<file path="config.mk">
export PLATFORM = sky130hd
export DESIGN_NAME = acc_top
export DESIGN_NICKNAME = d
export VERILOG_FILES = /design/src/hw/acc_pkg.sv /design/src/hw/acc_edge.sv /design/src/hw/acc_sync.sv /design/src/hw/acc_top.sv
export VERILOG_INCLUDE_DIRS = /design/src /design/src/hw
export SDC_FILE = /design/constraint.sdc
export NUM_CORES = 1
export LEC_CHECK = 0
export BUFFER_PORTS_ARGS = -buffer_cell sky130_fd_sc_hd__buf_2
export CAP_MARGIN = 30
export CORE_ASPECT_RATIO = 0.7
export CORE_MARGIN = 8
export CORE_UTILIZATION = 42
export CTS_CLUSTER_SIZE = 24
export DETAILED_ROUTE_END_ITERATION = 8
export PLACE_DENSITY = 0.75
export SKIP_LAST_GASP = 1
export SYNTH_ARGS = -nofsm -noshare
export SYNTH_HDL_FRONTEND = slang
export SYNTH_SLANG_ARGS = --single-unit
</file>
<file path="constraint.sdc">
create_clock -name clk_i -period 1.57 [get_ports clk_i]
set_input_delay 0.2355 -clock clk_i [delete_from_list [all_inputs] [get_ports clk_i]]
set_output_delay 0.2355 -clock clk_i [all_outputs]
set_load 0.03 [all_outputs]
</file>
<file path="src/hw/acc_defs.svh">
// constants for the analog compare control block
`ifndef ACC_DEFS_SVH
`define ACC_DEFS_SVH
`define ACC_ADDR_W        4
`define ACC_OFF_CSC       4'h0
`define ACC_OFF_IRQ_STAT  4'h1
`define ACC_OFF_IRQ_MASK  4'h2
`define ACC_BIT_ENABLE    7
`define ACC_BIT_REFSEL    6
`define ACC_BIT_FLAG      5
`define ACC_BIT_IRQ_EN    4
`define ACC_BIT_LEVEL     3
`define ACC_BIT_PIN_EN    2
`define ACC_CSC_RESET     8'h00
`define ACC_WR_MASK       8'hD7
`define ACC_SYNC_STAGES   2
`endif

</file>
<file path="src/hw/acc_pkg.sv">
// types for the analog compare control block
`include "acc_defs.svh"
package acc_pkg;
  typedef enum logic [1:0] {
    ACC_MODE_FALL0 = 2'b00,
    ACC_MODE_RISE  = 2'b01,
    ACC_MODE_FALL2 = 2'b10,
    ACC_MODE_BOTH  = 2'b11
  } acc_mode_t;

  typedef struct packed {
    logic      module_enable_bit;
    logic      reference_select_bit;
    logic      compare_event_flag;
    logic      compare_irq_enable;
    logic      output_level_bit;
    logic      output_pin_enable;
    acc_mode_t edge_mode_field;
  } acc_csc_t;

  typedef struct packed {
    logic [`ACC_ADDR_W-1:0] addr;
    logic [7:0]             wdata;
    logic                   wr;
    logic                   rd;
  } acc_bus_t;

  typedef struct packed {
    logic rise;
    logic fall;
  } acc_edge_t;
endpackage : acc_pkg

</file>
<file path="src/hw/acc_edge.sv">
// edge detector on the synchronised comparator level
`timescale 1ns/100ps
`default_nettype none
module acc_edge
  import acc_pkg::*;
(
  input  wire logic clk_i,
  input  wire logic rst_b_i,
  input  wire logic enable_i,
  input  wire logic level_i,
  output acc_edge_t edge_o
);
  logic prev_q;

  always_ff @(posedge clk_i) begin
    if (!rst_b_i) begin
      prev_q <= 1'b0;
    end else begin
      prev_q <= enable_i & level_i;
    end
  end

  // edges only while enabled, prev cleared when disabled
  assign edge_o = {enable_i & level_i & ~prev_q, enable_i & ~level_i & prev_q};
endmodule : acc_edge
`default_nettype wire

</file>
<file path="src/hw/acc_sync.sv">
// two-stage synchroniser for the comparator output
`timescale 1ns/100ps
`default_nettype none
module acc_sync #(
  parameter int STAGES = 2
) (
  input  wire logic clk_i,
  input  wire logic rst_b_i,
  input  wire logic async_i,
  output logic      sync_o
);
  logic [STAGES-1:0] chain_q;

  always_ff @(posedge clk_i) begin
    if (!rst_b_i) begin
      chain_q <= '0;
    end else begin
      chain_q <= {chain_q[STAGES-2:0], async_i};
    end
  end

  assign sync_o = chain_q[STAGES-1];
endmodule : acc_sync
`default_nettype wire

</file>
<file path="src/hw/acc_top.sv">
// register, flag and interrupt logic around the analog comparator
`timescale 1ns/100ps
`default_nettype none
`include "acc_defs.svh"

// Behaviour
// bit 7 enables module, no events otherwise
// bit 6 selects pin or bandgap input
// bit 5 flag sticky, write one clears
// bit 4 gates interrupt from flag
// bit 3 reads live level, zero disabled
// bit 2 routes output to pin
// bits 1:0 choose falling, rising, either edge
// output high when positive exceeds negative
// keeps running in wait, irq wakes
// stop3 keeps comparing, pin, flag, wake
// reset exit restores reset state
// deep stop leaves block in reset
// debug halt changes nothing
// software disables before wait if unused
// single 8-bit control and status register; the block also has irq status and irq mask registers at offsets 1 and 2
// software sets bandgap buffer with reference
// comparator output synchronised two flops
module acc_top
  import acc_pkg::*;
(
  input  wire logic                   clk_i,
  input  wire logic                   rst_b_i,
  input  wire logic [`ACC_ADDR_W-1:0] addr_i,
  input  wire logic [7:0]             wdata_i,
  input  wire logic                   wr_i,
  input  wire logic                   rd_i,
  input  wire logic                   cmp_out_i,
  input  wire logic                   deep_stop_i,
  output logic [7:0]                  rdata_o,
  output logic                        reference_select_o,
  output logic                        analog_enable_o,
  output logic                        compare_out_pin_o,
  output logic                        compare_out_pin_oe_o,
  output logic                        irq_o,
  output logic                        wake_o
);
  // ==========================================================
  // state
  typedef struct packed {
    acc_csc_t   csc;
    logic [1:0] stat;
    logic [1:0] mask;
    logic [7:0] rdata;
    logic       pin;
    logic       pin_oe;
    logic       irq;
    logic       ref_sel;
    logic       ana_en;
  } acc_state_t;

  acc_state_t s_q;
  acc_state_t s_d;
  acc_bus_t   bus;
  acc_edge_t  edg;
  logic       level_sync;
  logic       cmp_event;
  logic       flag_irq;

  assign bus = {addr_i, wdata_i, wr_i, rd_i};

  // ==========================================================
  // comparator input path
  // level high when positive above negative
  // two-flop synchroniser
  acc_sync #(
    .STAGES (`ACC_SYNC_STAGES)
  ) u_sync (
    .clk_i   (clk_i),
    .rst_b_i (rst_b_i),
    .async_i (cmp_out_i),
    .sync_o  (level_sync)
  );

  // edges need enable
  acc_edge u_edge (
    .clk_i    (clk_i),
    .rst_b_i  (rst_b_i),
    .enable_i (s_q.csc.module_enable_bit),
    .level_i  (level_sync),
    .edge_o   (edg)
  );

  // ==========================================================
  // next state
  always_comb begin
    s_d = s_q;
    // event by edge mode
    unique case (s_q.csc.edge_mode_field)
      ACC_MODE_FALL0: cmp_event = edg.fall;
      ACC_MODE_RISE:  cmp_event = edg.rise;
      ACC_MODE_FALL2: cmp_event = edg.fall;
      ACC_MODE_BOTH:  cmp_event = edg.rise | edg.fall;
    endcase
    // single control register writes
    if (bus.wr && bus.addr == `ACC_OFF_CSC) begin
      s_d.csc = acc_csc_t'((bus.wdata & `ACC_WR_MASK) |
                           ({s_q.csc} & ~`ACC_WR_MASK));
      // write one clears flag
      if (bus.wdata[`ACC_BIT_FLAG]) begin
        s_d.csc.compare_event_flag = 1'b0;
      end
    end
    // set wins over clear
    if (cmp_event) begin
      s_d.csc.compare_event_flag = 1'b1;
    end
    // live level, zero when disabled
    s_d.csc.output_level_bit = s_d.csc.module_enable_bit & level_sync;
    // interrupt status: bit0 event, bit1 level change
    if (bus.wr && bus.addr == `ACC_OFF_IRQ_STAT) begin
      s_d.stat = s_q.stat & ~bus.wdata[1:0];
    end
    if (bus.wr && bus.addr == `ACC_OFF_IRQ_MASK) begin
      s_d.mask = bus.wdata[1:0];
    end
    s_d.stat = s_d.stat | {edg.rise | edg.fall, cmp_event};
    // read data one cycle later
    s_d.rdata = 8'h00;
    if (bus.rd) begin
      unique case (bus.addr)
        `ACC_OFF_CSC:      s_d.rdata = s_q.csc;
        `ACC_OFF_IRQ_STAT: s_d.rdata = {6'h00, s_q.stat};
        `ACC_OFF_IRQ_MASK: s_d.rdata = {6'h00, s_q.mask};
        default:           s_d.rdata = 8'h00;
      endcase
    end
    // pin driven only when routed
    s_d.pin_oe = s_d.csc.module_enable_bit & s_d.csc.output_pin_enable;
    s_d.pin    = s_d.pin_oe & s_d.csc.output_level_bit;
    // non-inverting input select
    s_d.ref_sel = s_d.csc.reference_select_bit;
    s_d.ana_en  = s_d.csc.module_enable_bit;
    // flag gated by irq enable
    s_d.irq = (s_d.csc.compare_event_flag & s_d.csc.compare_irq_enable) |
              (|(s_d.stat & s_d.mask));
  end

  assign flag_irq = s_q.csc.compare_event_flag & s_q.csc.compare_irq_enable;

  // ==========================================================
  // registers
  // no debug input, logic always runs
  // reset restores state; deep stop resets
  always_ff @(posedge clk_i) begin
    if (!rst_b_i || deep_stop_i) begin
      s_q <= '0;
    end else begin
      s_q <= s_d;
    end
  end

  assign rdata_o              = s_q.rdata;
  assign reference_select_o   = s_q.ref_sel;
  assign analog_enable_o      = s_q.ana_en;
  assign compare_out_pin_o    = s_q.pin;
  assign compare_out_pin_oe_o = s_q.pin_oe;
  assign irq_o                = s_q.irq;
  // wake in wait and stop3;
  assign wake_o               = s_q.irq;
endmodule : acc_top
`default_nettype wire
</file>
==> results.cfg, run 1 <==
[layout]
seq_area_um2 = 520.5
final_nets = 158
fillers = 229
layout.cells.non_filler = 173
layout-drive-gt1-share = 0.3022
fin_area_mm2 = 0.001240
multiInputGateArea_um2 = 425.4
diodes = 0
area_delta_synth_final_pct = 17.56

[critical_path]
path_buf_inv = 1
critical_path.max_stage_delay_ps = 510
cp_data_required_time_ps = 1330
crit_end = analog_enable_o
critical_path.startpoint = analog_enable_o
criticalPathCategory = reg -> out
endpoint_kind = output pin
path_cells = buf_2
r2r-end = irq_o
start_kind = register
r2r_setup_slack_ps = 290
cp.arrival_ps = 1080
cp_num_cells = 1
crit_family = flip-flops
crit_slowest_cell = dfxtp_1
reg2reg_depth = 4
cp_max_fo = 8
r2r-start = s_q[17]

[clocking]
cts_resized = 0
cts-root-buf = clkbuf_4
ctsHoldBuffers = 0
post_cts_buffers = 0
clock-sinks = 26
cts_made_buffers = 3
clk_latency_ps = 320
cts_buffer_depth = 2
clkSlewWorstSetupHoldPaths_ps = 130
htree_levels = 1
cts_tree = built

[sta]
setup_violations = 0
hold_viol = 0
timing.fmax_mhz = 757.7
timing.max_slew.rel_slack = 0.7706
fin_crit_ps = 1320
tightest_slew_ps = 343.8
fin_crit_sh = 0.8407
fin_skew_ps = 13.93
totalNegativeSetupSlack_ps = 0
slew_viol_final = 0
rsz0062_at_grt = no

[global_route]
grt_max_degree = 16
overflow = 0
first_global_vias = 835
antenna_found_initial = 0
grtUsageTotal = 0.1096
grt_pass1_wl_um = 3650

[synth]
synth_compound_area_frac = 0.1079
synth_fa_ha_area_frac = 0
yosys_warnings = 0
ys_top_cells_by_area = dfxtp_1 (49%), buf_4 (6.4%), and2_1 (4.7%)
synth.avg_cell_area_um2 = 9.334
netlist_instances = 113
synth-edff-count = 0
ys_seq_area_frac = 0.4935
syn_area_mm2 = 0.001055
synth_fp_nets = 131
synth_top_area_cell = dfxtp_1
ys_seq_elements = 26
synth-simple-area-share = 0.2574
netlist.area_leader.share = 0.4935
synth-main-ff-cell = dfxtp_1
synthTopCellsByCount = dfxtp_1 (26), nor2_1 (10), buf_4 (9)
synth_mux_area_frac = 0.03796
synth_most_common_cell = dfxtp_1
synth_top_family_by_area = simple AND/OR/NAND/NOR gates
async_reset_ff_frac = 0
ys_types = 31
yosys.area_share.xor_xnor = 0

[placed_design]
dpl-instance-area_mm2 = 0.001187
placed_cells = 169
place.gp.congestion = 0.8434
numPortBuffers = 30
dp_hpwl_um = 1826

[pwr]
power_density_mw_per_mm2 = 956.3
fin_total_pwr_uw = 1186
p_leak_uw = 0.0005469
vdd_ir_drop_max_v = 0.0005727

[floorplanning]
rows = 15
dieArea_mm2 = 0.004396
start_util = 0.4357
die-height_um = 57.93
core_area_mm2 = 0.002421
dieWidth_um = 75.90
io-pin-count = 32

[route]
wl_um = 2337
viasPerCell = 5.029
postRouteAntennaNets = 0
first_pass_iters = 4
drc = 0
vias = 870
wire_per_inst_um = 13.51
drtIter0Drc = 48

[run_status]
status = finished clean

[hold_path]
holdCritPathClass = in -> reg
worstHoldStart = cmp_out_i

[job]
maxCapViolations = 0
==> per-stage QoR <==
stage	utilization	setup WS, ps	hold WS [ps]
after floorplan	-	436.4	357.2
after global placement	0.4904	193.0	417.8
after detailed placement	0.4904	175.6	427.5
after CTS	0.5121	226.0	129.6
after global routing	0.5121	177.7	109.8
final	0.5121	250.2	130.2
==> area by class of cell <==
| class | count | share of cell area |
|---|---|---|
| clock buffer | 3 | 0.01816 |
| timing repair buffer | 33 | 0.1393 |
| clock inverter | 1 | 0.02422 |
| tap | 34 | 0.03431 |
| inverter | 7 | 0.02119 |
| multi-input combinational | 69 | 0.3431 |
| sequential | 26 | 0.4198 |
==> sequential cells by signal (all words and copies together), names as in the netlist <==
name                  flops
compare_out_pin_oe_o      1
u_sync.chain_q            2
rdata_o                   8
analog_enable_o           1
s_q                      10
irq_o                     1
compare_out_pin_o         1
u_edge.prev_q             1
reference_select_o        1
==> per-layer routing <==
metal | track usage | routed length (um) | up-vias
li1 | - | - | 431
met1 | 0.1156 | 977 | 392
met2 | 0.1788 | 1095 | 41
met3 | 0.05336 | 206 | 6
met4 | 0.04905 | 57 | 0
met5 | 0 | 0 | -
==> how the worst min path moves through the flow <==
stage                         to  slack (ps)  cells after the start
2_1_floorplan  u_sync.chain_q[0]         360                      1
3_3_place_gp   u_sync.chain_q[1]         420                      1
3_5_place_dp   u_sync.chain_q[1]         430                      1
4_1_cts        u_sync.chain_q[0]         130                      2
5_1_grt        u_sync.chain_q[0]         110                      2
6_report       u_sync.chain_q[0]         130                      2
==> power breakdown <==
group / leakage [uW] / switching, uW / internal [uW]
combinational: 0.000309 / 39.5 / 30.3
clock: 0.0000279 / 192 / 258
sequential: 0.000210 / 2.07 / 663
total: 0.000547 / 234 / 952
==> cell families after synthesis <==
| family | after synthesis |
|---|---|
| mux | 4 |
| flops | 26 |
| simple gates | 47 |
| buf+inv | 18 |
| compound gates | 18 |
==> cell usage in the layout (no fill, tap or decap), drive strengths merged <==
master / n
a211oi: 2
a21boi: 1
a21oi: 7
a22oi: 1
a311oi: 1
a31oi: 3
and2: 8
and2b: 1
and3: 1
and4: 2
buf: 33
bufinv: 1
clkbuf: 3
dfxtp: 26
inv: 7
mux2i: 4
nand2: 6
nand2b: 3
nand3: 7
nand4: 1
nor2: 11
nor2b: 3
nor3: 2
nor3b: 1
o221ai: 1
o22ai: 2
or2: 1
Power figures use the tool's default switching activity.
==> inputs of run 2 (changes only) <==
Settings changed: PLACE_DENSITY 0.75 to 0.78.
Clock period 1.57 ns to 1.07 ns, I/O delays scaled along.
==> results.cfg, run 2 (same netlist as run 1, synthesis figures left out) <==
[route]
postRouteAntennaNets = 0
drtIter0Drc = 46
drc = 0
wl_um = 2612
first_pass_iters = 4
wire_per_inst_um = 13.53
viasPerCell = 4.881
vias = 942

[layout]
mostFrequentLayoutCells = buf_2 (28), buf_4 (23), dfxtp_1 (21), nor2_1 (10), and2_1 (8)
regMostFlops = s_q
area_delta_synth_final_pct = 37.60
largest_reg_flops = 10
layout-drive-gt1-share = 0.4717
fillers = 209
final_nets = 178
seq_area_um2 = 531.8
multiInputGateArea_um2 = 483.0
layout.cells.non_filler = 193
mostFrequentLayoutCell = buf_2
diodes = 0

[critical_path]
cp_data_required_time_ps = 1320
path_cells = inv_1 -> a311oi_1 -> a31oi_2 -> o221ai_1
endpoint_kind = register
crit_family = compound AO/OA/AOI/OAI gates
path_buf_inv = 1
criticalPathCategory = reg -> reg
cp_num_cells = 4
r2r_setup_slack_ps = 0.3
reg2reg_depth = 4
crit_slowest_cell = dfxtp_1
start_kind = register
cp_max_fo = 2
cp.arrival_ps = 1320
critical_path.max_stage_delay_ps = 380

[sta]
rsz0062_at_grt = yes
timing.max_slew.rel_slack = 0.7834
tightest_slew_ps = 323.0
hold_viol = 0
slew_viol_final = 0
timing.fmax_mhz = 934.8
fin_crit_ps = 1070
setup_violations = 0
fin_crit_sh = 0.9997
fin_skew_ps = 11.15

[global_route]
grt_max_degree = 15
overflow = 0
grt_pass1_wl_um = 4271
grtUsageTotal = 0.1271
antenna_found_initial = 0
first_global_vias = 953

[clocking]
cts_buffer_depth = 2
clock-sinks = 26
cts-root-buf = clkbuf_4
htree_levels = 1
clk_latency_ps = 320
clkSlewWorstSetupHoldPaths_ps = 140
cts_tree = built
cts_made_buffers = 3

[placed_design]
placed_cells = 186
dp_hpwl_um = 1986
place.gp.congestion = 0.8864
numPortBuffers = 30

[job]
maxCapViolations = 0

[pwr]
power_density_mw_per_mm2 = 1108
p_leak_uw = 0.0006650
fin_total_pwr_uw = 1607
vdd_ir_drop_max_v = 0.0007403

[floorplanning]
start_util = 0.4357
dieArea_mm2 = 0.004396
die-height_um = 57.93
dieWidth_um = 75.90
core_area_mm2 = 0.002421
rows = 15
io-pin-count = 32

[hold_path]
holdCritPathClass = in -> reg
hold_depth = 2

[run_status]
status = finished clean
run 2: cell types whose count changed in the layout (fill, tap and decap cells not counted), sizes merged:
cell,previous run,this run
bufinv,1,0
clkbuf,3,5
buf,33,52
run 2: path summary, 6_finish.rpt:
kind                     startpoint           endpoint
setup / recovery            s_q[15]              irq_o
hold / removal            cmp_out_i  u_sync.chain_q[0]
setup reg to reg            s_q[15]              irq_o
hold reg to reg   u_sync.chain_q[0]  u_sync.chain_q[1]
run 2: layer usage:
layer  GRT usage  vias to the layer above  share of wire
met5           0                        -              0
met4     0.04087                        0          0.011
met3     0.05336                        2          0.080
met2      0.2080                       31           0.48
met1      0.1443                      441           0.43
li1            -                      468              -
run 2: power breakdown:
group	total (uW)	internal [uW]	switching (uW)
Clock	495	208	287
Sequential	973	969	3.52
Combinational	140	72.0	67.8
run 2: through the flow:
stage | TNS (ps) | setup WS (ps) | cell area, um^2 | utilization | hold WS [ps]
floorplan | 0 | 11.44 | 1056 | - | 282.2
global placement | -838.4 | -162.4 | 1316 | 0.5437 | 369.0
detailed placement | -1284 | -208.4 | 1316 | 0.5437 | 374.7
CTS | -11.44 | -11.44 | 1428 | 0.5897 | 28.96
global route | -54.81 | -54.81 | 1451 | 0.5995 | 20.11
finish | 0 | 0.3024 | 1451 | 0.5995 | 27.28
run 2: what timing repair did:
action / in CTS / in global routing
pin swaps: 5 / 3
buffers inserted: 2 / 1
hold buffers: 0 / 0
endpoints found under the setup margin: 2 / 2
gates resized for setup: 15 / 5
run 2: layout make-up:
type | instances | share of cell area
clock buffer | 4 | 0.02500
tap | 34 | 0.02931
sequential | 26 | 0.3664
multi-input combinational | 69 | 0.3328
inverter | 7 | 0.01810
timing repair buffer | 53 | 0.2284
==> inputs of run 3 (changes only) <==
Settings changed: CORE_UTILIZATION 42 to 30, PLACE_DENSITY 0.78 to 0.61.
Clock period 1.07 ns to 0.95 ns, I/O delays scaled along.
==> results.cfg, run 3 (same netlist as run 1, synthesis figures left out) <==
[placed_design]
dp_slack_ps = -311.0
placed_cells = 202
dp_hpwl_um = 2036
place.gp.congestion = 0.8868
numPortBuffers = 30

[critical_path]
path_cells = nand2b_4 -> o22ai_4 -> a31oi_2 -> o221ai_1
crit_slowest_cell = dfxtp_2
reg2reg_depth = 4
cp.arrival_ps = 1290
endpoint_kind = register
critical_path.max_stage_delay_ps = 350
start_kind = register
crit_family = compound AO/OA/AOI/OAI gates
path_buf_inv = 0
cp_num_cells = 4
cp_max_fo = 2
cp_data_required_time_ps = 1140
criticalPathCategory = reg -> reg

[sta]
timing.max_slew.rel_slack = 0.8241
setup_violations = 3
fin_crit_sh = 1.161
tightest_slew_ps = 262.3
slew_viol_final = 0
setup_ws_ps = -152.5
fin_crit_ps = 1102
hold_viol = 0
rsz0062_at_grt = yes
fin_skew_ps = 1.977
timing.fmax_mhz = 907.0

[layout]
final_nets = 176
mostFrequentLayoutCells = buf_4 (25), dfxtp_1 (20), buf_2 (19), nor2_1 (10), and2_1 (8)
layout-drive-gt1-share = 0.4841
largest_reg_flops = 10
mostFrequentLayoutCell = buf_4
fillers = 324
area_delta_synth_final_pct = 46.38
layout.cells.non_filler = 207
regMostFlops = s_q
diodes = 0

[route]
viasPerCell = 4.507
postRouteAntennaNets = 0
wl_um = 2720
drtIter0Drc = 45
vias = 933
first_pass_iters = 4
wire_per_inst_um = 13.14
drc = 0

[floorplanning]
die-height_um = 65.61
rows = 18
start_util = 0.3061
dieWidth_um = 86.87
io-pin-count = 32
core_area_mm2 = 0.003446
dieArea_mm2 = 0.005700

[clocking]
ctsHoldBuffers = 0
clk_latency_ps = 270
cts_made_buffers = 3
clkSlewWorstSetupHoldPaths_ps = 90
cts-root-buf = clkbuf_8
cts_tree = built
clock-sinks = 26
cts_buffer_depth = 2
htree_levels = 1

[global_route]
first_global_vias = 946
grt_max_degree = 16
grt_pass1_wl_um = 4347
grtUsageTotal = 0.09767
overflow = 0
antenna_found_initial = 0

[pwr]
vdd_ir_drop_max_v = 0.0006785
power_density_mw_per_mm2 = 1401
p_leak_uw = 0.0006566

[job]
maxCapViolations = 0

[hold_path]
holdCritPathClass = in -> reg
hold_depth = 2

[run_status]
violations = negative setup slack
status = finished, violations left
[run 3: worst register-to-register path: stages, from the launching register on]
cell	delay, ps
dfxtp_2	350
nand2b_4	150
o22ai_4	190
a31oi_2	130
o221ai_1	210
[run 3: layout make-up]
| class | count | area, um^2 | area share |
|---|---|---|---|
| inverter | 7 | 26.28 | 0.01702 |
| timing repair buffer | 51 | 366.6 | 0.2374 |
| clock buffer | 3 | 41.29 | 0.02674 |
| sequential | 26 | 530.5 | 0.3436 |
| clock inverter | 1 | 30.03 | 0.01945 |
| tap | 50 | 62.56 | 0.04052 |
| multi-input combinational | 69 | 486.7 | 0.3152 |
[run 3: worst paths after layout]
path                 startpoint  slack (ps)           endpoint
setup / recovery  u_edge.prev_q        -150              irq_o
setup reg to reg  u_edge.prev_q        -150              irq_o
hold reg to reg         s_q[20]         430         rdata_o[3]
hold / removal        cmp_out_i          70  u_sync.chain_q[0]
[run 3: where the power goes]
part	switching [uW]	internal (uW)	total, uW
Combinational	80.5	82.9	163
Clock	340	564	904
Sequential	3.99	1090	1100
[run 3: timing repair]
action	4_1_cts	5_1_grt
resized for setup	20	18
setup buffers	1	0
endpoints found under the setup margin	8	16
pin swaps	4	6
[run 3: routing by layer]
metal / track usage / wire length, um / vias to the layer above
met5: 0 / 0 / -
met4: 0.03205 / 31 / 0
met3: 0.04110 / 206 / 4
met2: 0.1613 / 1264 / 32
met1: 0.1120 / 1218 / 431
li1: - / - / 466
[run 3: through the flow]
stage	power, uW	cell area [um^2]	util	hold WS (ps)	setup TNS, ps
detailed placement	1277	1361	0.3951	354.8	-3357
global route	2257	1544	0.4481	77.40	-681.8
floorplan	1174	1069	-	264.2	-66.67
finish	2164	1544	0.4481	70.82	-335.9
global placement	1274	1361	0.3951	350.7	-3081
CTS	2195	1509	0.4379	67.77	-300.0
